==> src/ptmr_pkg.sv <==
// Package with register map, field positions and reset values of the paired timer block.
// Operation
// - A pair runs as two 16-bit timers, one 32-bit timer or 32-bit counter.
// - Split halves keep every 16-bit mode except asynchronous counting.
// - Each 16-bit timer can run alone as synchronous timer or counter.
// - Conversion trigger only on first pair: joined match, or upper half match.
// - Joined mode raises the interrupt when 32-bit count equals 32-bit period.
// - Joined mode: lower timer is low word, upper timer is high word.
// - Joined mode ignores the upper control register; lower control steers all.
// - Joined mode uses lower clock and gate; match flags the upper interrupt.
// - Lower control bit 3 joins the pair when set, splits when clear.
// - Joined period: upper period holds high word, lower period low word.
// - Live count sits in counter pair, upper high word, lower low word.
// - Control bit 15 starts counting when one and stops when zero.
// - Control bit 13 set halts the timer while the device is idle.
// - Source select and gate enable together choose clock and gating mode.
// - Source select clear counts instruction clock; set uses extended select field.
// - External source with extended select low bit set counts the timer pin.
// - Any control write while running resets the prescale counter.
package ptmr_pkg;
    localparam logic [5:0]  OFS_LO_CTRL   = 6'h00;
    localparam logic [5:0]  OFS_HI_CTRL   = 6'h04;
    localparam logic [5:0]  OFS_PER_LO    = 6'h08;
    localparam logic [5:0]  OFS_PER_HI    = 6'h0C;
    localparam logic [5:0]  OFS_CNT_LO    = 6'h10;
    localparam logic [5:0]  OFS_CNT_HI    = 6'h14;
    localparam logic [5:0]  OFS_FLAGS     = 6'h18;
    localparam int          BIT_RUN       = 15;
    localparam int          BIT_IDLE_HALT = 13;
    localparam int          BIT_EXT_HI    = 9;
    localparam int          BIT_EXT_LO    = 8;
    localparam int          BIT_GATE      = 6;
    localparam int          BIT_PRE_HI    = 5;
    localparam int          BIT_PRE_LO    = 4;
    localparam int          BIT_JOIN      = 3;
    localparam int          BIT_SRC       = 1;
    localparam logic [15:0] CTRL_MASK     = 16'hA37A;
    localparam logic [15:0] CTRL_RESET    = 16'h0000;
    localparam logic [15:0] PERIOD_RESET  = 16'hFFFF;
    localparam logic [15:0] COUNT_RESET   = 16'h0000;
    localparam logic [1:0]  RESP_OKAY     = 2'h0;
    localparam logic [1:0]  RESP_SLVERR   = 2'h2;
endpackage : ptmr_pkg

==> src/ptmr_top.sv <==
// Paired 16/32-bit timer with AXI4-Lite registers.
`timescale 1ns/100ps
module ptmr_top #(
    parameter bit HAS_ADC_TRIG = 1'b1
) (
    input  wire logic        i_clock,
    input  wire logic        i_sys_rst,
    input  wire logic [5:0]  i_awaddr,
    input  wire logic        i_awvalid,
    output logic             o_awready,
    input  wire logic [31:0] i_wdata,
    input  wire logic [3:0]  i_wstrb,
    input  wire logic        i_wvalid,
    output logic             o_wready,
    output logic [1:0]       o_bresp,
    output logic             o_bvalid,
    input  wire logic        i_bready,
    input  wire logic [5:0]  i_araddr,
    input  wire logic        i_arvalid,
    output logic             o_arready,
    output logic [31:0]      o_rdata,
    output logic [1:0]       o_rresp,
    output logic             o_rvalid,
    input  wire logic        i_rready,
    input  wire logic        i_dev_idle,
    input  wire logic        i_low_power_rc_osc,
    input  wire logic [1:0]  i_timer_ext_clk_in,
    output logic             o_lower_irq_flag,
    output logic             o_upper_irq_flag,
    output logic             o_adc_trig
);
    logic        wr, wr_ok, rd_ok;
    logic [5:0]  wr_addr, rd_addr;
    logic [31:0] wr_data, rd_data;
    logic [3:0]  wr_strb;
    logic [15:0] ctl_r [2], ctl_nxt [2];
    logic [15:0] per_r [2], per_nxt [2];
    logic [15:0] cnt_r [2], cnt_nxt [2];
    logic [1:0]  flg_r, flg_nxt;
    logic        trig_r, trig_nxt;
    logic [1:0]  tick, en, cwr;
    logic        join_sel;
    logic [31:0] wmask;

    ptmr_axi u_axi (
        .i_clock   (i_clock),
        .i_sys_rst (i_sys_rst),
        .i_awaddr  (i_awaddr),
        .i_awvalid (i_awvalid),
        .o_awready (o_awready),
        .i_wdata   (i_wdata),
        .i_wstrb   (i_wstrb),
        .i_wvalid  (i_wvalid),
        .o_wready  (o_wready),
        .o_bresp   (o_bresp),
        .o_bvalid  (o_bvalid),
        .i_bready  (i_bready),
        .i_araddr  (i_araddr),
        .i_arvalid (i_arvalid),
        .o_arready (o_arready),
        .o_rdata   (o_rdata),
        .o_rresp   (o_rresp),
        .o_rvalid  (o_rvalid),
        .i_rready  (i_rready),
        .o_wr      (wr),
        .o_wr_addr (wr_addr),
        .o_wr_data (wr_data),
        .o_wr_strb (wr_strb),
        .i_wr_ok   (wr_ok),
        .o_rd_addr (rd_addr),
        .i_rd_data (rd_data),
        .i_rd_ok   (rd_ok)
    );

    assign join_sel = ctl_r[0][ptmr_pkg::BIT_JOIN];
    assign wmask = {{8{wr_strb[3]}}, {8{wr_strb[2]}}, {8{wr_strb[1]}}, {8{wr_strb[0]}}};

    // One tick generator per half; in joined mode the upper half reuses the lower controls.
    for (genvar g = 0; g < 2; g++) begin : g_half
        logic [15:0] ctl_use;
        logic        wr_use;
        assign ctl_use = (join_sel && g == 1) ? ctl_r[0] : ctl_r[g];
        assign wr_use  = (join_sel && g == 1) ? cwr[0] : cwr[g];
        assign cwr[g] = wr && (wr_addr == (g == 0 ? ptmr_pkg::OFS_LO_CTRL : ptmr_pkg::OFS_HI_CTRL))
                        && ctl_r[g][ptmr_pkg::BIT_RUN];
        // Run bit with idle stop.
        assign en[g] = ctl_use[ptmr_pkg::BIT_RUN]
                       && !(i_dev_idle && ctl_use[ptmr_pkg::BIT_IDLE_HALT]);
        ptmr_tick u_tick (
            .i_clock   (i_clock),
            .i_sys_rst (i_sys_rst),
            .i_ctrl    (ctl_use),
            .i_ctrl_wr (wr_use),
            .i_enable  (en[g]),
            .i_ext_pin (i_timer_ext_clk_in[join_sel ? 0 : g]),
            .i_lp_osc  (i_low_power_rc_osc),
            .i_gate    (i_timer_ext_clk_in[join_sel ? 0 : g]),
            .o_tick    (tick[g])
        );
    end

    // Address decode for reads; unmapped offsets answer with an error.
    always_comb begin
        rd_data = 32'h00000000;
        rd_ok   = 1'b1;
        case (rd_addr)
            ptmr_pkg::OFS_LO_CTRL: rd_data = {16'h0000, ctl_r[0]};
            ptmr_pkg::OFS_HI_CTRL: rd_data = {16'h0000, ctl_r[1]};
            ptmr_pkg::OFS_PER_LO:  rd_data = {16'h0000, per_r[0]};
            ptmr_pkg::OFS_PER_HI:  rd_data = {16'h0000, per_r[1]};
            ptmr_pkg::OFS_CNT_LO:  rd_data = {16'h0000, cnt_r[0]};
            ptmr_pkg::OFS_CNT_HI:  rd_data = {16'h0000, cnt_r[1]};
            ptmr_pkg::OFS_FLAGS:   rd_data = {30'h0, flg_r};
            default:               rd_ok   = 1'b0;
        endcase
        wr_ok = (wr_addr <= ptmr_pkg::OFS_FLAGS) && (wr_addr[1:0] == 2'h0);
    end

    // Counting, match detection, flags and register writes.
    always_comb begin
        logic        m_lo, m_hi, m_32;
        logic [31:0] wv;
        m_lo = 1'b0;
        m_hi = 1'b0;
        m_32 = 1'b0;
        wv   = wr_data & wmask;
        for (int i = 0; i < 2; i++) begin
            ctl_nxt[i] = ctl_r[i];
            per_nxt[i] = per_r[i];
            cnt_nxt[i] = cnt_r[i];
        end
        flg_nxt  = flg_r;
        trig_nxt = 1'b0;
        if (join_sel) begin
            // Lower word carries into upper word; match against both period words.
            m_32 = ({cnt_r[1], cnt_r[0]} == {per_r[1], per_r[0]});
            if (tick[0]) begin
                if (m_32) begin
                    cnt_nxt[0] = 16'h0000;
                    cnt_nxt[1] = 16'h0000;
                    flg_nxt[1] = 1'b1;
                    trig_nxt   = HAS_ADC_TRIG;
                end else begin
                    {cnt_nxt[1], cnt_nxt[0]} = {cnt_r[1], cnt_r[0]} + 32'h00000001;
                end
            end
        end else begin
            // Two independent synchronous 16-bit timers.
            m_lo = (cnt_r[0] == per_r[0]);
            m_hi = (cnt_r[1] == per_r[1]);
            if (tick[0]) begin
                cnt_nxt[0] = m_lo ? 16'h0000 : cnt_r[0] + 16'h0001;
                flg_nxt[0] = flg_r[0] | m_lo;
            end
            if (tick[1]) begin
                cnt_nxt[1] = m_hi ? 16'h0000 : cnt_r[1] + 16'h0001;
                flg_nxt[1] = flg_r[1] | m_hi;
                trig_nxt   = HAS_ADC_TRIG & m_hi;
            end
        end
        if (wr) begin
            case (wr_addr)
                ptmr_pkg::OFS_LO_CTRL: ctl_nxt[0] = wv[15:0] & ptmr_pkg::CTRL_MASK;
                ptmr_pkg::OFS_HI_CTRL: ctl_nxt[1] = wv[15:0] & ptmr_pkg::CTRL_MASK
                                                    & ~(16'h0001 << ptmr_pkg::BIT_JOIN);
                ptmr_pkg::OFS_PER_LO:  per_nxt[0] = wv[15:0];
                ptmr_pkg::OFS_PER_HI:  per_nxt[1] = wv[15:0];
                ptmr_pkg::OFS_CNT_LO:  cnt_nxt[0] = wv[15:0];
                ptmr_pkg::OFS_CNT_HI:  cnt_nxt[1] = wv[15:0];
                // Write one to clear; a flag set in the same cycle wins.
                // Joined mode counts on the lower tick, so that tick sets the upper flag.
                ptmr_pkg::OFS_FLAGS:   flg_nxt = (flg_r & ~wv[1:0])
                                       | {join_sel ? (tick[0] & m_32) : (tick[1] & m_hi),
                                          tick[0] & m_lo};
                default:               ctl_nxt[0] = ctl_r[0];
            endcase
        end
    end

    // Timer state registers.
    always_ff @(posedge i_clock or posedge i_sys_rst) begin
        if (i_sys_rst) begin
            for (int i = 0; i < 2; i++) begin
                ctl_r[i] <= ptmr_pkg::CTRL_RESET;
                per_r[i] <= ptmr_pkg::PERIOD_RESET;
                cnt_r[i] <= ptmr_pkg::COUNT_RESET;
            end
            flg_r  <= 2'h0;
            trig_r <= 1'b0;
        end else begin
            for (int i = 0; i < 2; i++) begin
                ctl_r[i] <= ctl_nxt[i];
                per_r[i] <= per_nxt[i];
                cnt_r[i] <= cnt_nxt[i];
            end
            flg_r  <= flg_nxt;
            trig_r <= trig_nxt;
        end
    end

    assign o_lower_irq_flag = flg_r[0];
    assign o_upper_irq_flag = flg_r[1];
    assign o_adc_trig       = trig_r;
endmodule : ptmr_top

==> src/ptmr_tick.sv <==
// Count clock selection, gating and prescaler for one timer.
`timescale 1ns/100ps
module ptmr_tick (
    input  wire logic       i_clock,
    input  wire logic       i_sys_rst,
    input  wire logic [15:0] i_ctrl,
    input  wire logic       i_ctrl_wr,
    input  wire logic       i_enable,
    input  wire logic       i_ext_pin,
    input  wire logic       i_lp_osc,
    input  wire logic       i_gate,
    output logic            o_tick
);
    logic [7:0] pre_r, pre_nxt;
    logic       pin_d_r, pin_d_nxt, lp_d_r, lp_d_nxt;
    logic       src_edge, raw, pre_hit;
    logic [7:0] pre_top;

    // Source choice: instruction-clock enable is every cycle, or the gate level when gated; external inputs count rising edges.
    always_comb begin
        src_edge = i_ctrl[ptmr_pkg::BIT_EXT_LO] ? (i_ext_pin & ~pin_d_r)
                 : i_ctrl[ptmr_pkg::BIT_EXT_HI] ? (i_lp_osc & ~lp_d_r) : 1'b0;
        if (!i_ctrl[ptmr_pkg::BIT_SRC]) begin
            raw = i_ctrl[ptmr_pkg::BIT_GATE] ? i_gate : 1'b1;
        end else begin
            raw = src_edge;
        end
        case (i_ctrl[ptmr_pkg::BIT_PRE_HI:ptmr_pkg::BIT_PRE_LO])
            2'h0:    pre_top = 8'h00;
            2'h1:    pre_top = 8'h07;
            2'h2:    pre_top = 8'h3F;
            default: pre_top = 8'hFF;
        endcase
        pre_hit = raw & (pre_r >= pre_top);
        pre_nxt = pre_r;
        if (i_ctrl_wr || !i_enable) begin
            pre_nxt = 8'h00;
        end else if (raw) begin
            pre_nxt = pre_hit ? 8'h00 : pre_r + 8'h01;
        end
        pin_d_nxt = i_ext_pin;
        lp_d_nxt  = i_lp_osc;
        o_tick    = pre_hit & i_enable & ~i_ctrl_wr;
    end

    // Prescale count and edge history.
    always_ff @(posedge i_clock or posedge i_sys_rst) begin
        if (i_sys_rst) begin
            pre_r   <= 8'h00;
            pin_d_r <= 1'b0;
            lp_d_r  <= 1'b0;
        end else begin
            pre_r   <= pre_nxt;
            pin_d_r <= pin_d_nxt;
            lp_d_r  <= lp_d_nxt;
        end
    end
endmodule : ptmr_tick

==> src/ptmr_axi.sv <==
// AXI4-Lite slave front end giving a one-cycle register write strobe and a direct read address.
`timescale 1ns/100ps
module ptmr_axi (
    input  wire logic        i_clock,
    input  wire logic        i_sys_rst,
    input  wire logic [5:0]  i_awaddr,
    input  wire logic        i_awvalid,
    output logic             o_awready,
    input  wire logic [31:0] i_wdata,
    input  wire logic [3:0]  i_wstrb,
    input  wire logic        i_wvalid,
    output logic             o_wready,
    output logic [1:0]       o_bresp,
    output logic             o_bvalid,
    input  wire logic        i_bready,
    input  wire logic [5:0]  i_araddr,
    input  wire logic        i_arvalid,
    output logic             o_arready,
    output logic [31:0]      o_rdata,
    output logic [1:0]       o_rresp,
    output logic             o_rvalid,
    input  wire logic        i_rready,
    output logic             o_wr,
    output logic [5:0]       o_wr_addr,
    output logic [31:0]      o_wr_data,
    output logic [3:0]       o_wr_strb,
    input  wire logic        i_wr_ok,
    output logic [5:0]       o_rd_addr,
    input  wire logic [31:0] i_rd_data,
    input  wire logic        i_rd_ok
);
    logic        aw_r, aw_nxt, w_r, w_nxt, b_r, b_nxt, r_r, r_nxt;
    logic [5:0]  awa_r, awa_nxt;
    logic [31:0] wd_r, wd_nxt, rd_r, rd_nxt;
    logic [3:0]  ws_r, ws_nxt;
    logic [1:0]  br_r, br_nxt, rr_r, rr_nxt;

    // Address and data are latched independently, so either may arrive first.
    always_comb begin
        o_awready = ~aw_r & ~b_r;
        o_wready  = ~w_r & ~b_r;
        o_arready = ~r_r;
        aw_nxt = aw_r;
        w_nxt  = w_r;
        awa_nxt = awa_r;
        wd_nxt = wd_r;
        ws_nxt = ws_r;
        if (i_awvalid && o_awready) begin
            aw_nxt  = 1'b1;
            awa_nxt = i_awaddr;
        end
        if (i_wvalid && o_wready) begin
            w_nxt  = 1'b1;
            wd_nxt = i_wdata;
            ws_nxt = i_wstrb;
        end
        o_wr      = aw_r & w_r;
        o_wr_addr = awa_r;
        o_wr_data = wd_r;
        o_wr_strb = ws_r;
        b_nxt  = b_r;
        br_nxt = br_r;
        if (o_wr) begin
            aw_nxt = 1'b0;
            w_nxt  = 1'b0;
            b_nxt  = 1'b1;
            br_nxt = i_wr_ok ? ptmr_pkg::RESP_OKAY : ptmr_pkg::RESP_SLVERR;
        end else if (b_r && i_bready) begin
            b_nxt = 1'b0;
        end
        o_rd_addr = i_araddr;
        r_nxt  = r_r;
        rd_nxt = rd_r;
        rr_nxt = rr_r;
        if (i_arvalid && o_arready) begin
            r_nxt  = 1'b1;
            rd_nxt = i_rd_data;
            rr_nxt = i_rd_ok ? ptmr_pkg::RESP_OKAY : ptmr_pkg::RESP_SLVERR;
        end else if (r_r && i_rready) begin
            r_nxt = 1'b0;
        end
        o_bvalid = b_r;
        o_bresp  = br_r;
        o_rvalid = r_r;
        o_rdata  = rd_r;
        o_rresp  = rr_r;
    end

    // Channel state registers.
    always_ff @(posedge i_clock or posedge i_sys_rst) begin
        if (i_sys_rst) begin
            aw_r  <= 1'b0;
            w_r   <= 1'b0;
            b_r   <= 1'b0;
            r_r   <= 1'b0;
            awa_r <= 6'h00;
            wd_r  <= 32'h00000000;
            ws_r  <= 4'h0;
            br_r  <= 2'h0;
            rd_r  <= 32'h00000000;
            rr_r  <= 2'h0;
        end else begin
            aw_r  <= aw_nxt;
            w_r   <= w_nxt;
            b_r   <= b_nxt;
            r_r   <= r_nxt;
            awa_r <= awa_nxt;
            wd_r  <= wd_nxt;
            ws_r  <= ws_nxt;
            br_r  <= br_nxt;
            rd_r  <= rd_nxt;
            rr_r  <= rr_nxt;
        end
    end
endmodule : ptmr_axi

==> config.mk <==
export PLATFORM = sky130hd
export DESIGN_NAME = ptmr_top
export DESIGN_NICKNAME = d
export VERILOG_FILES = /design/src/ptmr_pkg.sv /design/src/ptmr_top.sv /design/src/ptmr_tick.sv /design/src/ptmr_axi.sv
export SDC_FILE = /design/constraint.sdc
export NUM_CORES = 1
export LEC_CHECK = 0
export ABC_CLOCK_PERIOD_IN_PS = 6200
export CAP_MARGIN = 20
export CORE_UTILIZATION = 50
export CTS_BUF_LIST = sky130_fd_sc_hd__clkbuf_8 sky130_fd_sc_hd__clkbuf_16
export DETAILED_ROUTE_END_ITERATION = 12
export DONT_BUFFER_PORTS = 1
export GPL_ROUTABILITY_DRIVEN = 0
export GPL_TIMING_DRIVEN = 0
export SETUP_SLACK_MARGIN = 0.5
export SLEW_MARGIN = 20
export SYNTH_ARGS = -nofsm -noshare
export SYNTH_HDL_FRONTEND = slang
export SYNTH_SLANG_ARGS = --single-unit
export TNS_END_PERCENT = 1
==> constraint.sdc <==
create_clock -name i_clock -period 6.2 [get_ports i_clock]
set_clock_uncertainty 0.05 [all_clocks]
set_input_delay 0.31 -clock i_clock [delete_from_list [all_inputs] [get_ports i_clock]]
set_output_delay 0.31 -clock i_clock [all_outputs]
set_load 0.01 [all_outputs]
==> summary.md, run 1 <==
| Metric | Value |
|---|---|
| Routed Antenna Nets | `0` |
| Seq/Total Area, Yosys | `43.59%` |
| Crit path DAT | `4200 ps` |
| Cells after Synth | `933` |
| First-pass GRT wire length | `around 43000 um` |
| Met2 usage | `approximately half` |
| Synth-to-Final Area Change | `14.93%` |
| # hold bufs at CTS | `30` |
| Post-synthesis register bit count | `149` |
| HP Class | `in -> reg` |
| Drt drc | `0` |
| Fraction of layout cells with a size suffix above 1 | `between 10% and 20%` |
| Setup slack, reg-to-reg | `about 2300 ps` |
| CTS tree | `yes` |
| Post-CTS Resized | `0` |
| CTS sink cnt | `149` |
| Synth cell types | `76` |
| Synth Area in Adders | `1.881%` |
| Slew HR | `18.69%` |
| GR Overflow Total | `0` |
| I/O Pins | `103` |
| WS Path Type | `reg -> reg` |
| Global-route layer with the greatest usage | `met2` |
| Hold Path Origin | `i_arvalid` |
| Largest family of logic cells by synthesized area | `compound AO/OA/AOI/OAI gates` |
| Initial antenna violation count | `0` |
| DRT Pass-1 Iters | `6` |
| Syn avg cell area | `9.267 um2` |
| Power per cell area | `476.8 nW/um2` |
| WL final | `27800 um` |
| Clock Tree Buf Depth | `2` |
| Diode count | `0` |
| R2R cell count | `12` |
| Final Setup Violations | `0` |
| Max-cap violations | `0` |
| Synthesized area | `8646 um2` |
| Post-synthesis simple-gate area fraction | `roughly 18%` |
| Met1 usage | `44.67%` |
| Hold_ws | `roughly 210 ps` |
| Synth Area in Compound Gates | `21.27%` |
| WL/cell | `22.55 um` |
| Dpl hpwl | `20270 um` |
| Initial Utilization | `51.59%` |
| Root Buffer | `clkbuf_16` |
| Post-synth EDFFs | `0` |
| Ranking of synthesized cells by area | `dfrtp_1 34%, dfstp_2 9.7%, nand2_1 5.8%` |
| Place WS | `~2400 ps` |
| Critical Path RT | `around 6500 ps` |
| FF-to-FF End | `cnt_r[6]$_DFF_PP0_` |
| Syn. warnings | `0` |
| Core Box Area | `16760 um2` |
| Vias | `between 7000 and 8000` |
| Nets | `1072` |
| CP cell instances | `buf_4, clkbuf_1, mux2i_1, ha_1, a21o_1, a21oi_1, o31ai_1, a31oi_1, clkbuf_1, o31ai_1, a21o_1, o221ai_1` |
| Final hold vios | `0` |
| Overall die height | `133.5 um` |
| Vias per cell | `around 6.4` |
| Worst VDD drop | `0.0002945 V` |
| Inserted Clock Buffers | `17` |
| Grt met3 use | `7.572%` |
| Fmax | `255.5 MHz` |
| Maximum fanout along the worst path | `10` |
| Share of flip-flops with an asynchronous set or reset | `100.0%` |
| DRT iter0 DRCs | `927` |
| CP endpoint | `cnt_r[6]$_DFF_PP0_` |
| Final Power | `4.738 mW` |
| Yosys top cell area share | `33.86%` |
| Fin Setup TNS | `0 ps` |
| Clock-pin slew on the worst setup and hold paths | `70 ps` |
| Critical path depth | `12` |
| Pleak | `3.924 nW` |
| Post-synthesis mux area share | `under 10%` |
| Largest net degree at the start of global routing | `87` |
| Worst skew pair latency | `430 ps` |
| CP Launch Type | `flip-flop` |
| Critical path launch point | `g_half[0].ctl_use[3]$_DFFE_PP0P_` |
| Final Max Tran Viols | `0` |
| Die area | `roughly 18000 um2` |
| Synth Area in XOR/XNOR | `5.876%` |
| # Post-CTS Setup Buffers | `0` |
| Vias in the first global route | `approximately 7400` |
| Crit-path max cell delay | `700 ps` |
| CP Capture Type | `flip-flop` |
| Die W | `133.5 um` |
| Worst Slack Setup Final | `between 2000 and 2500 ps` |
| Top delay family on crit path | `compound AO/OA/AOI/OAI gates` |
| Prevailing post-synth register cell | `dfrtp_1` |
| Unrepaired setup endpoints after global routing | `false` |
| Fraction of the cycle the final worst path needs | `63.13%` |
| Tot GR Track Use | `32.24%` |
| Final instance count without filler cells | `roughly 1200` |
| PortBufs | `0` |
| Cell row count | `47` |
| Worst path bufs/invs | `3` |
| Status | `completed` |
| Worst-Margin Slew | `1208 ps` |
| Cell taking the most area after synthesis | `dfrtp_1` |
| Start of the worst register-to-register path | `g_half[0].ctl_use[3]$_DFFE_PP0P_` |
| Fin crit period | `3914 ps` |
| H-tree Lvls | `4` |
| Dpl cells | `~1200` |
| Slowest stage cell, crit path | `a31oi_1` |
synth_stat cells (18+ instances only):
| master | count |
|---|---|
| nand2_1 | 133 |
| xor2_1 | 27 |
| a21oi_1 | 29 |
| o21ai_0 | 90 |
| mux2_2 | 26 |
| clkbuf_1 | 36 |
| a22oi_1 | 18 |
| dfstp_2 | 32 |
| a21o_1 | 20 |
| nor2_1 | 45 |
| o31ai_1 | 23 |
| nand3_1 | 24 |
| o22ai_1 | 18 |
| dfrtp_1 | 117 |
| xnor2_1 | 31 |
| buf_4 | 22 |
| nand4_1 | 18 |
metrics by stage:
| stage | util, % | area [um2] |
|---|---|---|
| 6_report | 59.29 | 9937 |
| 5_1_grt | 59.29 | 9937 |
| 4_1_cts | 59.29 | 9937 |
| 3_5_place_dp | 53.82 | 9020 |
| 3_3_place_gp | 53.61 | 8985 |
| 2_1_floorplan | - | 8710 |
state kept, by name (all words and copies together) (netlist names):
| signal | flops |
|---|---|
| u_axi.o_wr_strb | 2 |
| u_axi.o_rvalid | 1 |
| o_adc_trig | 1 |
| u_axi.aw_r | 1 |
| u_axi.w_r | 1 |
| g_half.u_tick.pre_r | 16 |
| u_axi.o_rresp | 1 |
| per_r | 32 |
| flg_r | 2 |
| g_half.u_tick.lp_d_r | 1 |
| u_axi.o_wr_addr | 6 |
| ctl_r | 8 |
| u_axi.o_bresp | 1 |
| u_axi.o_bvalid | 1 |
| g_half.u_tick.pin_d_r | 2 |
| g_half.ctl_use | 9 |
| cnt_r | 32 |
| u_axi.o_rdata | 16 |
| u_axi.o_wr_data | 16 |
cells in the final DEF (no fill, tap or decap), types with 23 or more instances in the layout:
| cell | instances |
|---|---|
| o31ai_1 | 23 |
| o21ai_0 | 90 |
| dfstp_2 | 32 |
| dlygate4sd3_1 | 30 |
| nor2_1 | 45 |
| a21oi_1 | 29 |
| nand3_1 | 24 |
| clkbuf_1 | 36 |
| mux2_2 | 26 |
| nand2_1 | 133 |
| xor2_1 | 27 |
| xnor2_1 | 31 |
| dfrtp_1 | 117 |
kinds of logic after synthesis:
logic type / Yosys count
flip-flops: 149
multiplexers: 31
AO/OA/AOI/OAI: 273
adder cells (fa/ha/maj): 13
XOR/XNOR: 58
other: 1
AND/OR/NAND/NOR: 315
buffers and inverters: 93
worst min path at each step:
stage | end | cells after the start
after floorplan | g_half[0].u_tick.pin_d_r$_DFF_PP0_ | 0
after global placement | g_half[1].u_tick.lp_d_r$_DFF_PP0_ | 0
after detailed placement | g_half[1].u_tick.pre_r[4]$_DFFE_PP0P_ | 1
after CTS | u_axi.o_rresp[1]$_DFFE_PP0P_ | 2
after global routing | u_axi.o_rresp[1]$_DFFE_PP0P_ | 2
final | u_axi.o_rresp[1]$_DFFE_PP0P_ | 2
where the power goes:
group	total, mW	switching, mW	internal (mW)	leakage (nW)
Clock	1.08	0.428	0.648	0.297
Sequential	1.65	0.334	1.32	1.79
Combinational	2.01	1.31	0.698	1.84
layer usage:
| metal | routed length (um) | vias to the layer above |
|---|---|---|
| met4 | 981 | 0 |
| met1 | 11900 | 3843 |
| li1 | - | 3504 |
| met5 | 0 | - |
| met2 | 12370 | 428 |
| met3 | 2552 | 68 |
worst reg2reg max path, cell delays in order (launching register included):
cell and delay, ps:
dfrtp_1 350, buf_4 200, clkbuf_1 410, mux2i_1 440
ha_1 330, a21o_1 160, a21oi_1 140, o31ai_1 110
a31oi_1 700, clkbuf_1 520, o31ai_1 170, a21o_1 180
o221ai_1 80
cell type report:
type | count | area, um2
Fill cell | 1515 | 6823
Multi-Input combinational cell | 708 | 4478
Sequential cell | 149 | 3769
Clock buffer | 18 | 439.2
Buffer | 79 | 410.4
Timing Repair Buffer | 31 | 327.8
Tap cell | 220 | 275.3
Clock inverter | 14 | 177.7
Inverter | 14 | 60.06
Power figures use the tool's default switching activity.
==> inputs of run 2 (changes only) <==
ABC_CLOCK_PERIOD_IN_PS = 3300   (was 6200)
PLACE_DENSITY = 0.68   (was default)
clock period = 3.3 ns   (was 6.2 ns; I/O delays follow)
==> summary.md, run 2 (synthesis results as in run 1) <==
| Metric | Value |
|---|---|
| Switching part of the total power | `between 40 and 50%` |
| Vias in the first global route | `7385` |
| Fin Setup TNS | `0 ps` |
| Status | `completed` |
| Diode count | `0` |
| Initial Utilization | `between 50% and 60%` |
| Final Max Tran Viols | `0` |
| Commonest non-fill, non-tap cells in the layout | `130 x nand2_1, 116 x dfrtp_1, 90 x o21ai_0` |
| Synth-to-Final Area Change | `19.42%` |
| CP Launch Type | `flip-flop` |
| First-pass GRT wire length | `41770 um` |
| Combinational Power Share | `between 40 and 50%` |
| Net switching power | `4.085 mW` |
| Worst-Margin Slew | `slightly below 1000 ps` |
| H-tree Lvls | `4` |
| Fraction of layout cells with a size suffix above 1 | `19.98%` |
| CP Capture Type | `flip-flop` |
| Final Setup Violations | `0` |
| Maximum fanout along the worst path | `5` |
| DRT iter0 DRCs | `900` |
| Dpl hpwl | `19230 um` |
| Unrepaired setup endpoints after global routing | `true` |
| Overall die height | `133.5 um` |
| Clock Tree Buf Depth | `2` |
| Hold path depth | `2` |
| Die W | `between 100 and 150 um` |
| Fin crit period | `2830 ps` |
| Cell row count | `47` |
| CTS sink cnt | `~150` |
| Cell Int Power | `5.084 mW` |
| Worst skew pair latency | `440 ps` |
| Crit path DAT | `3150 ps` |
| Core Box Area | `around 17000 um2` |
| WL/cell | `21.75 um` |
| DRT Pass-1 Iters | `5` |
| Worst VDD drop | `0.0005790 V` |
| Tot GR Track Use | `a little under a third` |
| Nets | `1090` |
| Hold_ws | `32.38 ps` |
| Drt drc | `0` |
| WL final | `about 27000 um` |
| Initial antenna violation count | `0` |
| Final hold vios | `0` |
| Vias per cell | `6.319` |
| Die area | `17820 um2` |
| WS Path Type | `reg -> reg` |
| Routed Antenna Nets | `0` |
| Fmax | `353.4 MHz` |
| I/O Pins | `~100` |
| Clock power share | `20.9%` |
| Inserted Clock Buffers | `17` |
| R2R cell count | `11` |
| Root Buffer | `clkbuf_16` |
| Place WS | `-240.7 ps` |
| GR Overflow Total | `0` |
| Worst Slack Setup Final | `470.2 ps` |
| Clock-pin slew on the worst setup and hold paths | `around 70 ps` |
| Largest net degree at the start of global routing | `35` |
| Slew HR | `35.44%` |
| Final Util | `61.61%` |
| Filler cells | `1433` |
| Largest registers | `cnt_r: 32 flops, per_r: 32 flops` |
| Reg power frac | `33.8%` |
| Pleak | `4.071 nW` |
| Power per cell area | `888.1 nW/um2` |
| Vias | `between 7000 and 8000` |
| Leading cell type in the layout, fill and taps excluded | `nand2_1` |
| CTS tree | `yes` |
| Fraction of the cycle the final worst path needs | `85.75%` |
| Max-cap violations | `0` |
| Critical Path RT | `approximately 3600 ps` |
| HP Class | `in -> reg` |
| PortBufs | `0` |
==> run 2: power groups by stage <==
| stage | Combinational [mW] | Clock [mW] | Sequential [mW] |
|---|---|---|---|
| 2_1_floorplan | 2.57 | 0 | 2.87 |
| 3_3_place_gp | 3.50 | 0 | 3.08 |
| 3_5_place_dp | 3.57 | 0 | 3.09 |
| 4_1_cts | 3.86 | 1.93 | 3.07 |
| 5_1_grt | 4.43 | 1.98 | 3.16 |
| 6_report | 4.15 | 1.92 | 3.10 |
==> run 2: layout make-up <==
| cell class | instances | area (um2) | area share [%] |
|---|---|---|---|
| plain buffers | 79 | 449.2 | 4.350 |
| clock buffers | 17 | 425.4 | 4.120 |
| clock inverters | 15 | 143.9 | 1.394 |
| inverters | 14 | 56.30 | 0.5453 |
| flip-flops and latches | 149 | 3770 | 36.51 |
| repair buffers | 49 | 490.5 | 4.750 |
| multi-input cells | 708 | 4715 | 45.66 |
| well taps | 220 | 275.3 | 2.666 |
==> run 2: worst max-delay path: stages, from the launching register on <==
cell and delay, ps:
dfrtp_1 340, buf_6 130, nand2_4 70, ha_4 290, nand2_4 70, o31ai_4 340, buf_4 180, nor3_4 60
or4_4 580, or3_1 330, a21oi_1 160, a211o_1 140
==> run 2: what timing repair did <==
| item | in CTS | in global routing |
|---|---|---|
| hold buffers | 30 | 0 |
| endpoints found under the setup margin | 49 | 47 |
| resized for setup | 35 | 35 |
| setup buffers | 10 | 4 |
| pin swaps | 9 | 8 |
| cloned | 1 | 0 |
| hold endpoints to repair | 54 | 0 |
==> run 2: stage by stage <==
stage	total power, mW	instance area, um2	cells
2_1_floorplan	5.442	8713	950
3_3_place_gp	6.577	8989	1170
3_5_place_dp	6.662	9069	1174
4_1_cts	8.853	10140	1247
5_1_grt	9.572	10320	1251
6_report	9.169	10320	1251
==> run 2: routing by layer <==
| layer | track usage (%) | routed length, um | share of wire [%] | vias up |
|---|---|---|---|---|
| li1 | - | - | - | 3548 |
| met1 | 42.67 | 11380 | 42 | 3800 |
| met2 | 47.54 | 12140 | 45 | 469 |
| met3 | 7.572 | 2760 | 10 | 88 |
| met4 | 12.31 | 933 | 3.4 | 0 |
| met5 | 0 | 0 | 0 | - |
==> run 2: worst paths after layout <==
path / start / endpoint / slack [ps]
max in group asynchronous: i_sys_rst / per_r[10]$_DFFE_PP1P_ / 1880
hold reg to reg: per_r[16]$_DFFE_PP1P_ / per_r[16]$_DFFE_PP1P_ / 450
hold / removal: i_arvalid / u_axi.o_rresp[1]$_DFFE_PP0P_ / 30
min in group asynchronous: i_sys_rst / g_half[1].u_tick.pre_r[5]$_DFFE_PP0P_ / 220
setup reg to reg: g_half[0].ctl_use[5]$_DFFE_PP0P_ / cnt_r[4]$_DFF_PP0_ / 470
setup / recovery: g_half[0].ctl_use[5]$_DFFE_PP0P_ / cnt_r[4]$_DFF_PP0_ / 470
==> inputs of run 3 (changes only) <==
HOLD_SLACK_MARGIN = 0.1   (was default)
==> summary.md, run 3 (synthesis results as in run 1) <==
| Metric | Value |
|---|---|
| R2R cell count | `11` |
| Power per cell area | `885.9 nW/um2` |
| Inserted Clock Buffers | `17` |
| Die area | `17820 um2` |
| Hold_ws | `between 150 and 200 ps` |
| DRT iter0 DRCs | `roughly 860` |
| Routed Antenna Nets | `0` |
| Core Box Area | `16760 um2` |
| PortBufs | `0` |
| CTS tree | `yes` |
| Slew HR | `35.15%` |
| H-tree Lvls | `4` |
| Worst-Margin Slew | `965.4 ps` |
| Setup slack, reg-to-reg | `470 ps` |
| Maximum fanout along the worst path | `5` |
| Start of the worst register-to-register path | `g_half[0].ctl_use[5]$_DFFE_PP0P_` |
| WL final | `27220 um` |
| Fraction of layout cells with a size suffix above 1 | `19.96%` |
| Vias in the first global route | `7385` |
| Vias | `between 7000 and 8000` |
| Fin crit period | `2830 ps` |
| DRT Pass-1 Iters | `5` |
| Commonest non-fill, non-tap cells in the layout | `130 x nand2_1, 116 x dfrtp_1, 90 x o21ai_0` |
| Clock-pin slew on the worst setup and hold paths | `approximately 70 ps` |
| I/O Pins | `103` |
| Fraction of the cycle the final worst path needs | `about 86%` |
| Die W | `around 130 um` |
| Final Setup Violations | `0` |
| WL/cell | `between 20 and 25 um` |
| Dpl hpwl | `just under 20000 um` |
| Diode count | `0` |
| Tot GR Track Use | `a little under a third` |
| Cell row count | `47` |
| HP Class | `in -> reg` |
| Root Buffer | `clkbuf_16` |
| Hold path depth | `4` |
| CTS sink cnt | `about 150` |
| WS Path Type | `reg -> reg` |
| Initial Utilization | `between 50% and 60%` |
| First-pass GRT wire length | `41770 um` |
| Largest net degree at the start of global routing | `35` |
| Final instance count without filler cells | `between 1000 and 1500` |
| Leading cell type in the layout, fill and taps excluded | `nand2_1` |
| Final hold vios | `0` |
| Status | `completed` |
| GR Overflow Total | `0` |
| Filler cells | `1432` |
| Hold path endpoint | `g_half[1].u_tick.pre_r[0]$_DFFE_PP0P_` |
| FF-to-FF End | `cnt_r[4]$_DFF_PP0_` |
| Drt drc | `0` |
| Pleak | `slightly above 4 nW` |
| Vias per cell | `roughly 6.3` |
| Synth-to-Final Area Change | `19.54%` |
| Clock Tree Buf Depth | `2` |
| Max-cap violations | `0` |
| Final Max Tran Viols | `0` |
| Worst skew pair latency | `430 ps` |
| Dpl cells | `1174` |
| Initial antenna violation count | `0` |
| Worst VDD drop | `0.0005788 V` |
| CP Capture Type | `flip-flop` |
| Crit path DAT | `3140 ps` |
| Unrepaired setup endpoints after global routing | `true` |
| CP Launch Type | `flip-flop` |
| Overall die height | `about 130 um` |
| Hold Path Origin | `i_dev_idle` |
| Fmax | `353.4 MHz` |
| Critical Path RT | `3610 ps` |
| Largest registers | `cnt_r: 32 flops, per_r: 32 flops` |
| Nets | `between 1000 and 1500` |
run 3: cell types whose count changed in the layout (fill, tap and decap cells not counted), sizes merged:
cell | previous run | this run
dlygate4sd3 | 30 | 31
run 3: worst max-delay path by stage:
stage,to,startpoint,cells after the start
floorplan,cnt_r[14]$_DFF_PP0_,g_half[0].ctl_use[3]$_DFFE_PP0P_,12
global placement,cnt_r[8]$_DFF_PP0_,g_half[0].ctl_use[3]$_DFFE_PP0P_,12
detailed placement,cnt_r[10]$_DFF_PP0_,g_half[0].ctl_use[3]$_DFFE_PP0P_,12
CTS,cnt_r[1]$_DFF_PP0_,g_half[0].ctl_use[4]$_DFFE_PP0P_,11
global route,cnt_r[1]$_DFF_PP0_,g_half[0].ctl_use[5]$_DFFE_PP0P_,12
finish,cnt_r[4]$_DFF_PP0_,g_half[0].ctl_use[5]$_DFFE_PP0P_,11
run 3: worst max-delay path, stage by stage (launching register included):
cell and delay (ps):
dfrtp_1 340, buf_6 140, nand2_4 70, ha_4 290, nand2_4 70, o31ai_4 340, buf_4 180, nor3_4 60
or4_4 580, or3_1 330, a21oi_1 150, a211o_1 140
run 3: cell type report:
type	count	area [um2]	area share [%]
timing repair buffer	50	500.5	4.843
clock buffer	17	425.4	4.116
multi-input combinational	708	4715	45.62
clock inverter	15	143.9	1.392
inverter	14	56.30	0.5448
buffer	79	449.2	4.346
sequential	149	3770	36.48
tap	220	275.3	2.663
run 3: through the flow:
stage	setup TNS (ps)	cell area, um2	setup slack, ps	power (mW)	utilization [%]
floorplan	0	8713	454.4	5.442	-
global placement	-1804	8989	-214.5	6.577	53.63
detailed placement	-2149	9069	-240.7	6.662	54.11
CTS	0	10150	474.9	8.854	60.58
global route	0	10330	402.3	9.574	61.66
finish	0	10330	470.1	9.155	61.66
run 3: routing by layer:
layer	vias up	wire [um]	GRT usage [%]	part of all wire, %
met5	-	0	0	0
met4	0	803	12.31	2.9
met3	72	2781	7.572	10
met2	441	12250	47.54	45
met1	3789	11390	42.67	42
li1	3553	-	-	-
run 3: power breakdown:
group	leakage [nW]	switching [mW]	internal (mW)	total [mW]
combinational	2.01	2.59	1.55	4.14
sequential	1.78	0.625	2.48	3.10
clock	0.284	0.850	1.06	1.91
total	4.07	4.07	5.09	9.16
run 3: timing repair:
item,4_1_cts,5_1_grt
pin swaps,9,8
gates resized for setup,35,35
setup buffers,10,4
setup endpoints to repair,49,47
gates cloned,1,0
hold buffers,31,0
endpoints found under the hold margin,90,0
